File: config.mk
export PLATFORM = sky130hd
export DESIGN_NAME = pcq_clock_cell
export DESIGN_NICKNAME = d
export VERILOG_FILES = /design/src/pcq_clock_cell.v
export SDC_FILE = /design/constraint.sdc
export NUM_CORES = 1
export LEC_CHECK = 0
export BUFFER_PORTS_ARGS = -buffer_cell sky130_fd_sc_hd__buf_2
export CAP_MARGIN = 10
export CORE_AREA = 2 2 39 41
export CTS_CLUSTER_DIAMETER = 60
export DETAILED_ROUTE_END_ITERATION = 10
export DIE_AREA = 0 0 41 43
export GPL_ROUTABILITY_DRIVEN = 1
export GPL_TIMING_DRIVEN = 0
export PLACE_DENSITY = 0.37
export SETUP_SLACK_MARGIN = 0.4
export SYNTH_ARGS = -nofsm -noshare
export SYNTH_HDL_FRONTEND = slang
export SYNTH_SLANG_ARGS = --single-unit
export TNS_END_PERCENT = 20
File: constraint.sdc
create_clock -name clk -period 1.1 [get_ports clk]
set_input_delay 0.22 -clock clk [delete_from_list [all_inputs] [get_ports clk]]
set_output_delay 0.22 -clock clk [all_outputs]
set_load 0.03 [all_outputs]
File: src/pcq_clock_cell.v
// one clock generator flip-flop with its select gate and init set
// assumes all inputs come from logic on clk
`timescale 1ns/10ps
`default_nettype none
module pcq_clock_cell (
  input  wire clk,
  input  wire rstn,
  input  wire ce,
  input  wire initSet,
  input  wire commonClk,
  input  wire selectBit,
  input  wire qualBit,
  output reg  clockPulse
);
  reg  clkNetPrev_reg;
  reg  setState_reg;
  wire clkNet;
  wire clkRise;

  // select bit only clocks while the common input sits low
  assign clkNet  = commonClk | selectBit;
  assign clkRise = clkNet & ~clkNetPrev_reg;

  // flip-flop: set by one-shot, clocked with the qualifier as data
  always @(posedge clk) begin
    if (!rstn) begin
      clkNetPrev_reg <= 1'b1;
      setState_reg   <= 1'b1;
      clockPulse     <= 1'b0;
    end else if (ce) begin
      clkNetPrev_reg <= clkNet;
      clockPulse     <= 1'b0;
      if (initSet) begin
        setState_reg <= 1'b1;
      end else if (clkRise) begin
        setState_reg <= qualBit;
        clockPulse   <= setState_reg & ~qualBit;
      end
    end
  end
endmodule // pcq_clock_cell
`default_nettype wire

Word level (Yosys, flattened, before mapping) --
Index checks and enable logic that the tools add are counted.
Word-level totals: output and inout port bits 1, input bits 7, word-level logic and storage cells 14, register bits 3
Operators by class: bitwise operators 5, multiplexer cells 4, reduce and logical (&&, ||, !) cells 2
Operators with widths (count):
- 1-bit 2-to-1 mux | 4
- 1-bit AND | 2
- 1-bit NOT | 2
- 2-bit AND reduction | 1
- 2-bit nonzero test | 1
- 1-bit bitwise OR | 1

Longest topological paths before layout --
Gate-level depths: netlist of run 1.
depth after elaboration 4, depth in mapped cells 3, depth with buffers taken out 3

Worst setup path before layout of run 1 --
Ideal clock, no wire load.
kind reg2reg, from register clkNetPrev_reg, to register setState_reg, path buffers 0, stages on the path, launching flop included 4, data arrival time 829 ps, setup slack 205 ps, data required time 1033 ps, library setup time 67 ps, cell sequence dfxtp_1 o21bai_4 mux2_4 o21ai_2
On the way: cells in the longest elaborated chain, start to end 4
RTL lines:
- from (decl) | RTL line 15 | reg clkNetPrev_reg;
- from (signal assigned) | RTL line 31 | clkNetPrev_reg <= clkNet;
- 1-bit NOT | RTL line 22 | assign clkRise = clkNet & ~clkNetPrev_reg;
- 1-bit AND | RTL line 22
- 2-bit nonzero test (no line)
- 2-bit AND reduction (no line)
- to (signal assigned) | RTL line 36 | setState_reg <= qualBit;
- to (decl) | RTL line 16 | reg setState_reg;
Every way passes these cells. A chain may end at the register's enable or synchronous reset.

Worst setup path after layout of run 1 --
Same ends and word-level chain as after synthesis.

==> impl_metrics.env, run 1 <==
export IMPL_path_clk_slew_ps=40
export IMPL_antenna_found_initial=0
export IMPL_cts_path_max_buffers=2
export IMPL_areaGrowthSynthToFinish_pct=56.7
export IMPL_critPathRequiredTime_ps=1270
export IMPL_pre_cts_slack_ps=124
export IMPL_hp_class="in2reg"
export IMPL_crit_chain="o21bai_4 -> mux2_4 -> o21ai_2"
export IMPL_drive_gt1_frac=0.556
export IMPL_slew_viol_final=0
export IMPL_final_cell_mix="buf_2 (6), clkbuf_4 (3), nor2_1 (2), dfxtp_2 (2)"
export IMPL_cts_root_buf="clkbuf_4"
export IMPL_synth_cell_type_count=13
export IMPL_n_antenna_cell=0
export IMPL_portBuffers=7
export IMPL_nets=35
export IMPL_timing_final_crit_share=0.854
export IMPL_num_vias=155
export IMPL_worst_pin_slew_ps=214
export IMPL_synth_avg_cell_area_sq_um=9.93
export IMPL_power_density_nw_per_um2=1390
export IMPL_slowest_delay_ps=310
export IMPL_fin_crit_ps=939
export IMPL_htree_levels=1
export IMPL_grt_setup_unrepaired="true"
export IMPL_arrival_ps=1100
export IMPL_hold_viol=0
export IMPL_status="finished, final reports clean"
export IMPL_antenna_left=0
export IMPL_syn_inst=16
export IMPL_setup_worst_path_start_class="flip-flop"
export IMPL_die_w_microns=41
export IMPL_peakVddDrop_mv=0.251
export IMPL_netlist_area_sq_um=159
export IMPL_cp_max_fo=2
export IMPL_start_util=0.115
export IMPL_die_area_sq_um=1760
export IMPL_cts_inserted_buffers=3
export IMPL_ios=8
export IMPL_setup_viol=0
export IMPL_via_per_inst=3.60
export IMPL_grt_pass1_wl_microns=579
export IMPL_max_freq_ghz=1.06
export IMPL_routed_wl_microns=365
export IMPL_first_iter_violations=4
export IMPL_setup_tns_ps=0
export IMPL_synth_seq_cells=3
export IMPL_cts_tree="built"
export IMPL_p_leak_uw=0.000105
export IMPL_synth_fp_nets=23
export IMPL_wl_per_cell_microns=8.49
export IMPL_slew_limit_headroom=0.856
export IMPL_cp_end_kind="flip-flop"
export IMPL_drv_cap=0
export IMPL_grt_pass1_vias=163
export IMPL_core_sq_um=1380
export IMPL_clk_latency_ps=230
export IMPL_finalWorstSetupSlack_ps=161
export IMPL_critPathKind="reg2reg"
export IMPL_fin_worst_skew_ps=3.61
export IMPL_drtPass1Iterations=4
export IMPL_grt_max_degree=7
export IMPL_rrSetupSlack_ps=160
export IMPL_cts_setup_buffers=0
export IMPL_grt_overflow=0
export IMPL_grt_use_total=0.0581
export IMPL_drc=0
export IMPL_yosysSeqAreaShare=0.378
export IMPL_fp_dieH_microns=43
export IMPL_cp_slowest_cell="dfxtp_2"
export IMPL_clock_sinks=3
export IMPL_routabilityCongestion=0.484
export IMPL_final_common_cell="buf_2"
export IMPL_synth_yosys_warnings=0
export IMPL_rows=14
==> path summary, 6_finish.rpt <==
kind | endpoint | start | depth (start not counted)
worst max-delay path | setState_reg | clkNetPrev_reg | 3
worst min-delay path | setState_reg | rstn | 2
worst min register to register | setState_reg | setState_reg | 2
worst max register to register | setState_reg | clkNetPrev_reg | 3
==> metal layers <==
metal	wire (microns)	vias up	track usage
met4	0	0	0.0800
met3	59	0	0.0471
li1	-	78	-
met1	160	67	0.0510
met5	0	-	0
met2	145	10	0.0656
==> per-stage QoR <==
step	utilization	instance area [sq um]	hold slack (ps)	total power (uW)	std cells
floorplan	-	159	279	132	16
detailed placement	0.155	214	425	152	39
global placement	0.155	214	426	152	39
CTS	0.179	248	181	357	43
global route	0.180	249	180	375	43
finish	0.180	249	189	346	43
==> cells in the mapped netlist <==
| cell | n | share of area |
|---|---|---|
| nand2_1 | 1 | 0.024 |
| nor4_1 | 1 | 0.039 |
| o21ai_0 | 1 | 0.031 |
| nor2b_1 | 1 | 0.039 |
| or2b_1 | 1 | 0.047 |
| nand3_1 | 1 | 0.031 |
| dfxtp_1 | 3 | 0.38 |
| nor3b_1 | 1 | 0.047 |
| mux2_4 | 1 | 0.094 |
| o21bai_4 | 1 | 0.12 |
| o21a_1 | 1 | 0.047 |
| o21ai_2 | 1 | 0.055 |
| nor2_1 | 2 | 0.047 |
==> layout make-up <==
type / instances / area, sq um
tap: 16 / 20.0
timing repair buffer: 7 / 41.3
sequential: 3 / 62.6
multi-input combinational: 13 / 98.8
fill: 155 / 1130
clock buffer: 4 / 26.3
==> timing repair <==
| action | in CTS | in global routing |
|---|---|---|
| setup endpoints to repair | 3 | 4 |
| hold buffers | 0 | 0 |
| gates resized for setup | 3 | 1 |
==> where the power goes <==
part / switching (uW) / internal, uW
combinational: 16.4 / 19.8
clock: 58.9 / 136
sequential: 1.52 / 113
total: 76.8 / 269
==> cells by family (layout without fill, tap and decap cells) <==
family | after synthesis | count (layout) | share of synthesized area
and+or+nand+nor | 8 | 8 | 0.276
AOI/OAI and AO/OA | 4 | 4 | 0.252
DFF | 3 | 3 | 0.378
muxes | 1 | 1 | 0.0945
buffers and inverters | 0 | 11 | 0
==> worst max-delay path, delay by kind of cell (launching register included) <==
kind	cells	cell delay (ps)
compound gates	2	260
flops	1	310
mux	1	300
(Power assumes the default switching activity.)
==> inputs of run 2 (changes only) <==
--- a/config.mk
+++ b/config.mk
@@ -8,12 +8,11 @@
 export BUFFER_PORTS_ARGS = -buffer_cell sky130_fd_sc_hd__buf_2
 export CAP_MARGIN = 10
 export CORE_AREA = 2 2 39 41
-export CTS_CLUSTER_DIAMETER = 60
+export CTS_CLUSTER_DIAMETER = 200
 export DETAILED_ROUTE_END_ITERATION = 10
 export DIE_AREA = 0 0 41 43
 export GPL_ROUTABILITY_DRIVEN = 1
-export GPL_TIMING_DRIVEN = 0
-export PLACE_DENSITY = 0.37
+export PLACE_DENSITY_LB_ADDON = 0.05
 export SETUP_SLACK_MARGIN = 0.4
 export SYNTH_ARGS = -nofsm -noshare
 export SYNTH_HDL_FRONTEND = slang
==> run 2 against run 1 <==
Against the previous run: cell area up 2.0%; combinational power is 7.5% higher; global-route usage grew 0.20 points; fmax shrank 0.14%; routed wire length rose by 13%; sequential cell count is the same; first-iteration DRC count down 50%; clock skew is 1.2 ps higher; final cell count unchanged; via count is 5.8% lower.
==> impl_metrics.env, run 2 (synthesis gave the netlist of run 1 again) <==
export IMPL_fillers=161
export IMPL_slew_viol_final=0
export IMPL_fin_worst_skew_ps=4.82
export IMPL_clockPowerShare=0.558
export IMPL_start_util=0.115
export IMPL_finalPower_uw=347
export IMPL_areaGrowthSynthToFinish_pct=59.8
export IMPL_antenna_found_initial=0
export IMPL_ios=8
export IMPL_grt_max_degree=7
export IMPL_holdBufCountCts=0
export IMPL_critPathKind="reg2reg"
export IMPL_max_freq_ghz=1.06
export IMPL_first_iter_violations=2
export IMPL_regArea_sq_um=61.3
export IMPL_hp_class="in2reg"
export IMPL_critPathRequiredTime_ps=1260
export IMPL_setup_worst_path_start_class="flip-flop"
export IMPL_sw_frac_of_total=0.224
export IMPL_internal_power_uw=269
export IMPL_cts_setup_buffers=0
export IMPL_final_cells=43
export IMPL_share_comb_of_total_power=0.112
export IMPL_cp_end_kind="flip-flop"
export IMPL_cts_inserted_buffers=3
export IMPL_p_sw_uw=77.7
export IMPL_slew_limit_headroom=0.851
export IMPL_num_vias=146
export IMPL_setup_tns_ps=0
export IMPL_whs_ps=192
export IMPL_grt_overflow=0
export IMPL_via_per_inst=3.40
export IMPL_cp_max_fo=2
export IMPL_routed_wl_microns=412
export IMPL_grt_pass1_vias=148
export IMPL_grt_setup_unrepaired="true"
export IMPL_dpl_cell_count=39
export IMPL_n_antenna_cell=0
export IMPL_grt_use_total=0.0601
export IMPL_hold_viol=0
export IMPL_rows=14
export IMPL_drv_cap=0
export IMPL_peakVddDrop_mv=0.322
export IMPL_routabilityCongestion=0.542
export IMPL_final_util=0.184
export IMPL_clock_sinks=3
export IMPL_critical_path_top_delay_family="flip-flops"
export IMPL_nets=35
export IMPL_path_clk_slew_ps=40
export IMPL_power_density_nw_per_um2=1360
export IMPL_cts_tree="built"
export IMPL_crit_buf_inv=0
export IMPL_wl_per_cell_microns=9.58
export IMPL_worst_pin_slew_ps=222
export IMPL_final_cell_mix="buf_2 (6), clkbuf_4 (3), nor2_1 (2), dfxtp_1 (2)"
export IMPL_die_area_sq_um=1760
export IMPL_p_seq_frac=0.330
export IMPL_cts_root_buf="clkbuf_4"
export IMPL_cts_path_max_buffers=2
export IMPL_clk_latency_ps=230
export IMPL_drive_gt1_frac=0.556
export IMPL_timing_final_crit_share=0.855
export IMPL_fin_crit_ps=941
export IMPL_cp_slowest_cell="dfxtp_1"
export IMPL_fp_dieH_microns=43
export IMPL_htree_levels=1
export IMPL_arrival_ps=1110
export IMPL_crit_chain="o21bai_4 -> mux2_4 -> o21ai_2"
export IMPL_final_common_cell="buf_2"
export IMPL_core_sq_um=1380
export IMPL_status="finished, final reports clean"
export IMPL_antenna_left=0
export IMPL_setup_viol=0
export IMPL_multi_input_area_sq_um=105
export IMPL_slowest_delay_ps=300
export IMPL_p_leak_uw=0.000105
export IMPL_drc=0
export IMPL_drtPass1Iterations=4
export IMPL_die_w_microns=41
export IMPL_portBuffers=7
export IMPL_grt_pass1_wl_microns=579
[run 2: power groups by stage]
stage	combinational [uW]	sequential (uW)	clock (uW)
floorplan	15.5	116	0
global placement	36.8	116	0
detailed placement	36.5	116	0
CTS	39.1	114	201
global route	42.8	114	207
finish	38.8	114	193
[run 2: metal layers]
metal  vias to the layer above  track usage  share of wire
met1                        59       0.0541           0.42
met3                         0       0.0314           0.18
li1                         78            -              -
met4                         0        0.100              0
met2                         9       0.0688           0.39
met5                         -            0              0
[run 2: what timing repair did]
item,CTS,global route
gates resized for setup,2,2
gates cloned,0,0
setup endpoints to repair,3,3
[run 2: cell type report]
class | count | area share
Multi-Input combinational cell | 13 | 0.414
Tap cell | 16 | 0.0788
Sequential cell | 3 | 0.241
Timing Repair Buffer | 7 | 0.163
Clock buffer | 4 | 0.103
[run 2: path summary, 6_finish.rpt]
| check | cells after the start | startpoint | slack (ps) | to |
|---|---|---|---|---|
| worst max-delay path | 3 | clkNetPrev_reg | 160 | setState_reg |
| worst min-delay path | 2 | rstn | 190 | setState_reg |
| worst max register to register | 3 | clkNetPrev_reg | 160 | setState_reg |
| worst min register to register | 2 | setState_reg | 560 | setState_reg |
[run 2: stage by stage]
step / setup WS (ps) / area (sq um)
2_1_floorplan: 205 / 159
3_3_place_gp: 125 / 214
3_5_place_dp: 119 / 214
4_1_cts: 151 / 249
5_1_grt: 147 / 254
6_report: 159 / 254
==> inputs of run 3 (changes only) <==
==> constraint.sdc (replaced) <==
create_clock -name clk -period 0.9 [get_ports clk]
set_input_delay 0.18 -clock clk [delete_from_list [all_inputs] [get_ports clk]]
set_output_delay 0.18 -clock clk [all_outputs]
set_load 0.03 [all_outputs]
==> run 3 against run 2 <==
Against the previous run: the run now ends with negative setup slack left; non-clock buffer count rose by 1; clock-buffer cell count unchanged; sequential cell count is the same; critical path depth is the same; first-iteration DRC count is 50% higher; fmax grew 0.63%; power increased by 20%; setup slack worse by 190 ps; critical path type unchanged; highest routed layer unchanged.
==> impl_metrics.env, run 3 (synthesis gave the netlist of run 1 again) <==
export IMPL_hold_viol=0
export IMPL_grt_setup_unrepaired="true"
export IMPL_violations="negative setup slack"
export IMPL_fp_dieH_microns=43
export IMPL_routed_wl_microns=374
export IMPL_max_freq_ghz=1.07
export IMPL_cts_tree="built"
export IMPL_fin_crit_ps=935
export IMPL_wl_per_cell_microns=8.50
export IMPL_fin_worst_skew_ps=0.749
export IMPL_p_leak_uw=0.000110
export IMPL_cts_inserted_buffers=3
export IMPL_path_clk_slew_ps=30
export IMPL_grt_use_total=0.0582
export IMPL_cp_end_kind="flip-flop"
export IMPL_grt_pass1_vias=160
export IMPL_areaGrowthSynthToFinish_pct=63.8
export IMPL_die_w_microns=41
export IMPL_drv_cap=0
export IMPL_n_antenna_cell=0
export IMPL_final_cell_mix="buf_2 (6), dfxtp_1 (3), clkbuf_4 (3)"
export IMPL_clk_latency_ps=230
export IMPL_cts_setup_buffers=0
export IMPL_portBuffers=7
export IMPL_grt_max_degree=5
export IMPL_setup_tns_ps=-34.8
export IMPL_core_sq_um=1380
export IMPL_num_vias=154
export IMPL_dpl_cell_count=40
export IMPL_slew_viol_final=0
export IMPL_cts_root_buf="clkbuf_4"
export IMPL_grt_pass1_wl_microns=600
export IMPL_cp_max_fo=2
export IMPL_timing_final_crit_share=1.04
export IMPL_status="finished with violations"
export IMPL_critPathRequiredTime_ps=1060
export IMPL_setup_worst_path_start_class="flip-flop"
export IMPL_final_common_cell="buf_2"
export IMPL_nets=36
export IMPL_rrSetupSlack_ps=-30
export IMPL_drive_gt1_frac=0.536
export IMPL_antenna_found_initial=0
export IMPL_grt_overflow=0
export IMPL_power_density_nw_per_um2=1600
export IMPL_final_util=0.188
export IMPL_arrival_ps=1100
export IMPL_antenna_left=0
export IMPL_rows=14
export IMPL_finalPower_uw=417
export IMPL_htree_levels=1
export IMPL_critPathKind="reg2reg"
export IMPL_routabilityCongestion=0.536
export IMPL_peakVddDrop_mv=0.498
export IMPL_worst_pin_slew_ps=204
export IMPL_hp_class="in2reg"
export IMPL_ios=8
export IMPL_clock_sinks=3
export IMPL_finalWorstSetupSlack_ps=-34.8
export IMPL_slew_limit_headroom=0.863
export IMPL_cts_path_max_buffers=2
export IMPL_first_iter_violations=3
export IMPL_drtPass1Iterations=2
export IMPL_final_cells=44
export IMPL_via_per_inst=3.50
export IMPL_setup_viol=1
export IMPL_start_util=0.115
export IMPL_drc=0
export IMPL_pre_cts_slack_ps=-39.2
export IMPL_die_area_sq_um=1760
[run 3: cell count changes in the layout (fill, tap and decap cells not counted), sizes merged]
| cell | before | now |
|---|---|---|
| buf | 7 | 8 |
[run 3: repair_timing]
item / in CTS / in global routing
hold buffers: 0 / 0
pin swaps: 0 / 0
endpoints found under the setup margin: 4 / 4
gates resized for setup: 3 / 0
gates cloned: 0 / 0
[run 3: worst max-delay path, cell delays in order, from the launching register on]
cell and delay (ps):
dfxtp_1 300, o21bai_4 170, mux2_4 300, o21ai_2 100
[run 3: area by class of cell]
| type | instances | area (sq um) |
|---|---|---|
| tap | 16 | 20.0 |
| fill | 157 | 1120 |
| sequential | 3 | 60.1 |
| multi-input combinational | 13 | 105 |
| clock buffer | 4 | 26.3 |
| timing repair buffer | 8 | 48.8 |
[run 3: final timing paths]
check / cells after the start / from / endpoint
min: 2 / rstn / setState_reg
max: 3 / clkNetPrev_reg / setState_reg
max reg2reg: 3 / clkNetPrev_reg / setState_reg
min reg2reg: 2 / setState_reg / setState_reg
[run 3: metal layers]
metal	vias up	part of all wire	track usage
met1	64	0.48	0.0673
met5	-	0	0
met2	7	0.36	0.0594
met4	0	0	0.0600
li1	83	-	-
met3	0	0.15	0.0471
[run 3: report_power, final]
group	internal, uW	switching [uW]	total (uW)
Sequential	138	1.95	140
Clock	166	61.7	227
Combinational	27.2	22.6	49.8
[run 3: per-stage QoR]
stage                     hold slack [ps]  instance area (sq um)
after floorplan                       239                    159
after global placement                387                    221
after detailed placement              382                    221
after CTS                             142                    260
after global routing                  149                    260
final                                 149                    260
